$ cat src/design/trim_cal_pkg.sv
// constants for the per-channel zero and gain trim block
package trim_cal_pkg;
	// ---------------------------------------------------------------
	// register word indexes (byte address = index * 4)
	// ---------------------------------------------------------------
	localparam logic [3:0] IDX_DATA0 = 4'h0;
	localparam logic [3:0] IDX_ZERO0 = 4'h4;
	localparam logic [3:0] IDX_GAIN0 = 4'h8;
	localparam logic [3:0] IDX_CONFIG = 4'hC;
	localparam logic [3:0] IDX_STATUS = 4'hD;
	localparam int ADDR_BITS = 6;
	// ---------------------------------------------------------------
	// field layout and reset values
	// ---------------------------------------------------------------
	localparam int ZERO_W = 9;
	localparam int GAIN_W = 8;
	localparam int DATA_W = 16;
	localparam int FRAC_W = 3;
	localparam int CODE_W = DATA_W + FRAC_W;
	localparam int GAIN_SHIFT = DATA_W - FRAC_W;
	localparam int CFG_BIPOLAR_BIT = 0;
	localparam logic [ZERO_W-1:0] ZERO_RESET = 9'h000;
	localparam logic [GAIN_W-1:0] GAIN_RESET = 8'h00;
	localparam logic [DATA_W-1:0] DATA_RESET = 16'h0000;
	localparam logic [1:0] RESP_OKAY = 2'b00;
	localparam logic [1:0] RESP_SLVERR = 2'b10;
	// ---------------------------------------------------------------
	// saturation limits in eighths of an lsb
	// ---------------------------------------------------------------
	localparam logic signed [21:0] UNI_MAX = 22'sh07_FFFF;
	localparam logic signed [21:0] UNI_MIN = 22'sh00_0000;
	localparam logic signed [21:0] BIP_MAX = 22'sh03_FFFF;
	localparam logic signed [21:0] BIP_MIN = -22'sh04_0000;
endpackage : trim_cal_pkg

$ cat src/design/trim_cal.sv
// quad channel zero and gain trim registers with axi4-lite access
// ---------------------------------------------------------------
// ---------------------------------------------------------------
module trim_cal
	import trim_cal_pkg::*;
#(
	parameter int CHANNELS = 4
) (
	input wire logic i_mclk,
	input wire logic i_rst,
	input wire logic [ADDR_BITS-1:0] i_awaddr,
	input wire logic i_awvalid,
	output logic o_awready,
	input wire logic [31:0] i_wdata,
	input wire logic [3:0] i_wstrb,
	input wire logic i_wvalid,
	output logic o_wready,
	output logic [1:0] o_bresp,
	output logic o_bvalid,
	input wire logic i_bready,
	input wire logic [ADDR_BITS-1:0] i_araddr,
	input wire logic i_arvalid,
	output logic o_arready,
	output logic [31:0] o_rdata,
	output logic [1:0] o_rresp,
	output logic o_rvalid,
	input wire logic i_rready,
	input wire logic i_load,
	output logic [CHANNELS-1:0][CODE_W-1:0] o_code,
	output logic [CHANNELS-1:0] o_sat
);
	if (CHANNELS != 4) begin : g_chan_check
		$error("trim_cal serves exactly four channels");
	end

	// ---------------------------------------------------------------
	// trim arithmetic
	// ---------------------------------------------------------------
	// result is {saturated, code}; code in eighths of an lsb
	function automatic logic [CODE_W:0] trim_code(input logic [DATA_W-1:0] d,
			input logic [ZERO_W-1:0] z, input logic [GAIN_W-1:0] g, input logic bip);
		logic signed [16:0] s;
		logic signed [24:0] p;
		logic signed [21:0] t;
		logic signed [21:0] hi;
		logic signed [21:0] lo;
		s = bip ? $signed({d[15], d}) : $signed({1'b0, d});
		p = s * $signed(g);
		t = (22'(s) <<< FRAC_W) + 22'(p >>> GAIN_SHIFT) + 22'($signed(z));
		hi = bip ? BIP_MAX : UNI_MAX;
		lo = bip ? BIP_MIN : UNI_MIN;
		if (t > hi) begin
			trim_code = {1'b1, hi[CODE_W-1:0]};
		end else if (t < lo) begin
			trim_code = {1'b1, lo[CODE_W-1:0]};
		end else begin
			trim_code = {1'b0, t[CODE_W-1:0]};
		end
	endfunction : trim_code

	function automatic logic [31:0] merge(input logic [31:0] old, input logic [31:0] nw,
			input logic [3:0] strb);
		for (int b = 0; b < 4; b++) begin
			merge[8*b +: 8] = strb[b] ? nw[8*b +: 8] : old[8*b +: 8];
		end
	endfunction : merge

	function automatic logic is_mapped(input logic [ADDR_BITS-1:0] a);
		is_mapped = (a[1:0] == 2'b00) && (a[ADDR_BITS-1:2] <= IDX_STATUS);
	endfunction : is_mapped

	// ---------------------------------------------------------------
	// state
	// ---------------------------------------------------------------
	logic [DATA_W-1:0] data_q [CHANNELS];
	logic [DATA_W-1:0] latch_q [CHANNELS];
	logic [ZERO_W-1:0] zero_q [CHANNELS];
	logic [GAIN_W-1:0] gain_q [CHANNELS];
	logic bipolar_q;
	logic aw_hold_q, w_hold_q, bvalid_q, rvalid_q;
	logic [ADDR_BITS-1:0] awaddr_q;
	logic [31:0] wdata_q;
	logic [3:0] wstrb_q;
	logic [1:0] bresp_q, rresp_q;
	logic [31:0] rdata_q;
	logic [CHANNELS-1:0][CODE_W-1:0] code_q;
	logic [CHANNELS-1:0] sat_q;

	// ---------------------------------------------------------------
	// write channel decode
	// ---------------------------------------------------------------
	// address and data may arrive in either order; each is parked until the other comes
	wire aw_take = i_awvalid && o_awready;
	wire w_take = i_wvalid && o_wready;
	wire have_aw = aw_hold_q || aw_take;
	wire have_w = w_hold_q || w_take;
	wire wr_fire = have_aw && have_w;
	wire [ADDR_BITS-1:0] wr_addr = aw_hold_q ? awaddr_q : i_awaddr;
	wire [31:0] wr_data = w_hold_q ? wdata_q : i_wdata;
	wire [3:0] wr_strb = w_hold_q ? wstrb_q : i_wstrb;
	wire [3:0] wr_idx = wr_addr[5:2];
	wire wr_ok = is_mapped(wr_addr);
	assign o_awready = !aw_hold_q && !bvalid_q;
	assign o_wready = !w_hold_q && !bvalid_q;
	assign o_bvalid = bvalid_q;
	assign o_bresp = bresp_q;

	always_ff @(posedge i_mclk) begin
		if (i_rst || wr_fire) begin
			aw_hold_q <= 1'b0;
			w_hold_q <= 1'b0;
		end else begin
			aw_hold_q <= aw_hold_q || aw_take;
			w_hold_q <= w_hold_q || w_take;
		end
		if (aw_take) begin
			awaddr_q <= i_awaddr;
		end
		if (w_take) begin
			wdata_q <= i_wdata;
			wstrb_q <= i_wstrb;
		end
	end

	always_ff @(posedge i_mclk) begin
		if (i_rst) begin
			bvalid_q <= 1'b0;
			bresp_q <= RESP_OKAY;
		end else if (wr_fire) begin
			bvalid_q <= 1'b1;
			bresp_q <= wr_ok ? RESP_OKAY : RESP_SLVERR;
		end else if (i_bready) begin
			bvalid_q <= 1'b0;
		end
	end

	// ---------------------------------------------------------------
	// register file
	// ---------------------------------------------------------------
	// reserved bits are never stored, so they read back as zero
	always_ff @(posedge i_mclk) begin
		if (i_rst) begin
			for (int c = 0; c < CHANNELS; c++) begin
				data_q[c] <= DATA_RESET;
				zero_q[c] <= ZERO_RESET;
				gain_q[c] <= GAIN_RESET;
			end
			bipolar_q <= 1'b0;
		end else if (wr_fire && wr_ok) begin
			for (int c = 0; c < CHANNELS; c++) begin
				if (wr_idx == IDX_DATA0 + 4'(c)) begin
					data_q[c] <= DATA_W'(merge(32'(data_q[c]), wr_data, wr_strb));
				end
				if (wr_idx == IDX_ZERO0 + 4'(c)) begin
					zero_q[c] <= ZERO_W'(merge(32'(zero_q[c]), wr_data, wr_strb));
				end
				if (wr_idx == IDX_GAIN0 + 4'(c)) begin
					gain_q[c] <= GAIN_W'(merge(32'(gain_q[c]), wr_data, wr_strb));
				end
			end
			if (wr_idx == IDX_CONFIG && wr_strb[0]) begin
				bipolar_q <= wr_data[CFG_BIPOLAR_BIT];
			end
		end
	end

	// ---------------------------------------------------------------
	// read channel
	// ---------------------------------------------------------------
	wire ar_take = i_arvalid && o_arready;
	wire [3:0] rd_idx = i_araddr[5:2];
	wire [1:0] rd_ch = rd_idx[1:0];
	wire rd_ok = is_mapped(i_araddr);
	wire [31:0] rd_word =
		!rd_ok ? 32'h0000_0000 :
		(rd_idx < IDX_ZERO0) ? 32'(data_q[rd_ch]) :
		(rd_idx < IDX_GAIN0) ? 32'(zero_q[rd_ch]) :
		(rd_idx < IDX_CONFIG) ? 32'(gain_q[rd_ch]) :
		(rd_idx == IDX_CONFIG) ? 32'(bipolar_q) : 32'(sat_q);
	assign o_arready = !rvalid_q;
	assign o_rvalid = rvalid_q;
	assign o_rdata = rdata_q;
	assign o_rresp = rresp_q;

	always_ff @(posedge i_mclk) begin
		if (i_rst) begin
			rvalid_q <= 1'b0;
			rdata_q <= 32'h0000_0000;
			rresp_q <= RESP_OKAY;
		end else if (ar_take) begin
			rvalid_q <= 1'b1;
			rdata_q <= rd_word;
			rresp_q <= rd_ok ? RESP_OKAY : RESP_SLVERR;
		end else if (i_rready) begin
			rvalid_q <= 1'b0;
		end
	end

	// ---------------------------------------------------------------
	// output datapath
	// ---------------------------------------------------------------
	// trims are applied every cycle, so a trim write alone moves the output
	always_ff @(posedge i_mclk) begin
		if (i_rst) begin
			for (int c = 0; c < CHANNELS; c++) begin
				latch_q[c] <= DATA_RESET;
			end
			code_q <= '0;
			sat_q <= '0;
		end else begin
			for (int c = 0; c < CHANNELS; c++) begin
				if (i_load) begin
					latch_q[c] <= data_q[c];
				end
				{sat_q[c], code_q[c]} <= trim_code(latch_q[c], zero_q[c], gain_q[c],
					bipolar_q);
			end
		end
	end
	assign o_code = code_q;
	assign o_sat = sat_q;

	logic past_rst_q;
	always_ff @(posedge i_mclk) begin
		past_rst_q <= i_rst;
	end
	wire zero1_wr = wr_fire && wr_ok && (wr_idx == IDX_ZERO0 + 4'd1);
	wire gain2_wr = wr_fire && wr_ok && (wr_idx == IDX_GAIN0 + 4'd2);
	wire [CODE_W:0] ch0_trim = trim_code(latch_q[0], zero_q[0], gain_q[0], bipolar_q);
endmodule : trim_cal

$ cat config.mk
export PLATFORM = sky130hd
export DESIGN_NAME = trim_cal
export DESIGN_NICKNAME = d
export VERILOG_FILES = /design/src/design/trim_cal_pkg.sv /design/src/design/trim_cal.sv
export SDC_FILE = /design/constraint.sdc
export NUM_CORES = 2
export LEC_CHECK = 0
export ABC_CLOCK_PERIOD_IN_PS = 14000
export BUFFER_PORTS_ARGS = -buffer_cell sky130_fd_sc_hd__buf_2
export CORE_MARGIN = 2
export CORE_UTILIZATION = 40
export DETAILED_ROUTE_END_ITERATION = 12
export PLACE_DENSITY = 0.55
export REMOVE_ABC_BUFFERS = 1
export SYNTH_ARGS = -nofsm -noshare
export SYNTH_HDL_FRONTEND = slang
export SYNTH_SLANG_ARGS = --single-unit
$ cat constraint.sdc
create_clock -name i_mclk -period 14 [get_ports i_mclk]
set_input_delay 2.1 -clock i_mclk [delete_from_list [all_inputs] [get_ports i_mclk]]
set_output_delay 2.1 -clock i_mclk [all_outputs]
set_load 0.05 [all_outputs]
==> impl_metrics.csv <==
group,metric,value,unit
run_status,status,"completed",
synthesis,synth_cell_types,87,
clock_tree,cts-buffers-inserted,40,
power,ir_drop,0.118,mV
drt,wl_met1,45000,um
sta,skew,54.0,ps
synthesis,netlist_top_cells_count,"783 x inv_1, 500 x fa_1, 434 x and2_1",
clock_tree,worstSkewPairLatency,620,ps
power,share_seq_of_total_power,0.283,
critical_path,cp.required,14420,ps
finish,syn2layout_area_growth,8.79,%
sta,maxSlewHeadroom,0.192,
clock_tree,clk_pin_slew,60,ps
clock_tree,cts-resized-gates,0,
drt,dr_wl_met2,43300,um
clock_tree,cts_tree,"done",
critical_path,worst-path-max-fanout,18,
critical_path,endpoint_kind,"register",
die,fp.dieH,309,um
place,place.gp.congestion,0.871,
place,hpwlAfterDp,75600,um
synthesis,yosysMostFrequentCell,"inv_1",
die,core,91800,um2
synthesis,yosysTopAreaCell,"fa_1",
drt,route.vias.total,26500,
finish,finalNonFillerCells,5234,
finish,layout-drive-gt1-share,0.0740,
sta,rsz0062_at_grt,"false",
synthesis,yosys_warnings,0,
clock_tree,cts_hold_buffers,0,
place,pre_cts_slack,2020,ps
synthesis,yosysTopAreaCellShare,0.270,
global_route,track_usage,0.207,
critical_path,cp_slowest_cell,"xor2_1",
hold_path,hold_class,"reg2reg",
die,die_x,309,um
die,dieArea,95200,um2
finish,nets,4806,
critical_path,worstSetupPathType,"reg2reg",
sta,tightest_slew,1200,ps
synthesis,synth_edf_count,220,
synthesis,yosysSeqAreaShare,0.234,
sta,finalHoldViolations,0,
synthesis,async_flop_share,0,
sta,period_minus_slack,11900,ps
global_route,grt_pass1_vias,26700,
place,port_buffers,140,
power,p_sw,1.87,mW
clock_tree,post-cts-setup-buffer-count,0,
place,dp.cells,5159,
sta,finalSetupTns,0,ps
critical_path,crit_arrival,12320,ps
critical_path,slowest_delay,830,ps
synthesis,ys.flop_type,"edfxtp_1",
run,cap_violations,0,
synthesis,syn_inst,3870,
drt,met3_length,6310,um
power,powerDensity,107,nW/um2
drt,top_layer,"met5",
power,p_int,2.46,mW
finish,final_cell_area,40400,um2
drt,wl_per_cell,18.4,um
drt,drt_iter0_drc,2092,
drt,drc,0,
critical_path,critical_path_buf_inv_count,5,
sta,slew_viol_final,0,
power,p_comb_frac,0.476,
global_route,grt_pass1_wl,153000,um
sta,layout_setup_ws,2100,ps
clock_tree,clock-root-buffer,"clkbuf_16",
drt,firstDrtPassIters,5,
die,floorplan.rows,111,
sta,fmax,0.0840,GHz
drt,antenna_left,0,
clock_tree,htreeDepth,2,
drt,routed_wl,96200,um
power,power.total,4.33,mW
power,p_leak,19.4,nW
global_route,grt_max_degree,71,
sta,post-route-period-util,0.850,
place,post_dp_cell_area,39100,um2
global_route,grt.overflow.total,0,
drt,drt-vias-per-instance,5.06,
die,initial_core_util,0.404,
critical_path,crit_path_start_kind,"register",
synthesis,synth_seq_cells,323,
power,clkPwrFrac,0.241,
global_route,antenna_found_initial,7,
synthesis,syn_avg_cell_area,9.59,um2
power,swShare,0.431,
synthesis,synth.cell_area,37100,um2
sta,setup_viol,0,
die,ios,177,
clock_tree,cts_sinks,323,
clock_tree,cts_max_path_buffers,3,
critical_path,cpLargestDelayFamily,"adder cells",
synthesis,ys_top_cells_by_area,"fa_1 27%, edfxtp_1 18%, ha_1 9.8%, inv_1 7.9%, and2_1 7.3%",
layout make-up:
type	count	area, um2
multi-input cells	2648	25000
diodes	2	5.00
well taps	1243	1560
repair buffers	162	868
flip-flops and latches	323	8670
inverters	783	2940
fillers	8939	51400
clock buffers	52	1070
clock inverters	21	250
logic make-up after synthesis:
kind of cell    after synthesis  share of synthesized area
xor+xnor                    117                     0.0276
mux                          62                     0.0282
flops                       323                      0.234
other cells                   1                   0.000101
compound gates              470                     0.0826
fa+ha+maj                   792                      0.368
simple gates               1189                      0.165
buf+inv                     916                     0.0946
state kept, by name, indices dropped and copies added (netlist names):
signal and flops:
aw_hold_q 1, o_code 76, bipolar_q 1, o_sat 4, o_rdata 16, o_rresp 1
o_bresp 1, o_bvalid 1, latch_q 64, w_hold_q 1, data_q 64, gain_q 32
awaddr_q 6, wdata_q 16, wstrb_q 2, zero_q 36, o_rvalid 1
final timing paths:
kind	startpoint	endpoint	slack (ps)	cells after the start
worst max-delay path	gain_q[1][7]	o_sat[1]	2100	38
worst min-delay path	o_rdata[2]	o_rdata[2]	460	2
worst max register to register	gain_q[1][7]	o_sat[1]	2100	38
worst min register to register	o_rdata[2]	o_rdata[2]	460	2
power by group through the flow:
stage	Combinational (mW)	Clock, mW	Sequential (mW)
2_1_floorplan	1.32	0	1.46
3_3_place_gp	2.05	0	1.25
3_5_place_dp	2.06	0	1.25
4_1_cts	2.08	1.07	1.23
5_1_grt	2.33	1.10	1.24
6_report	2.06	1.04	1.23
per-stage QoR:
| stage | hold WS [ps] | util |
|---|---|---|
| 6_report | 458 | 0.440 |
| 5_1_grt | 516 | 0.440 |
| 4_1_cts | 459 | 0.440 |
| 3_5_place_dp | 450 | 0.425 |
| 3_3_place_gp | 442 | 0.425 |
| 2_1_floorplan | 518 | - |
placed cells by master, fill, tap and decap left out, types with 19 or more instances in the layout:
cell type,instances
a21o_1,27
a21oi_1,164
and2_1,434
and3_1,39
buf_2,139
buf_4,23
clkbuf_16,40
dfxtp_1,103
edfxtp_1,220
fa_1,500
ha_1,292
inv_1,783
mux2i_1,25
mux4_2,34
nand2_1,229
nand2b_1,35
nand3_1,40
nor2_1,281
nor2b_1,24
nor3_1,37
o21a_1,19
o21ai_0,71
xnor2_1,80
xor2_1,37
worst register-to-register path: cells and delay by family (launching register included):
family,cells,cell delay (ps)
buffers and inverters,5,760
DFF,1,520
adders and majority gates,8,3220
xor gates and xnor gates,2,1090
and+or+nand+nor,12,3210
AOI/OAI and AO/OA,11,2930
layer usage:
| metal | up-vias | global-route usage |
|---|---|---|
| met5 | - | 0 |
| met4 | 2 | 0.0387 |
| li1 | 12500 | - |
| met2 | 681 | 0.330 |
| met3 | 82 | 0.0311 |
| met1 | 13200 | 0.302 |
Power figures use the tool's default switching activity.
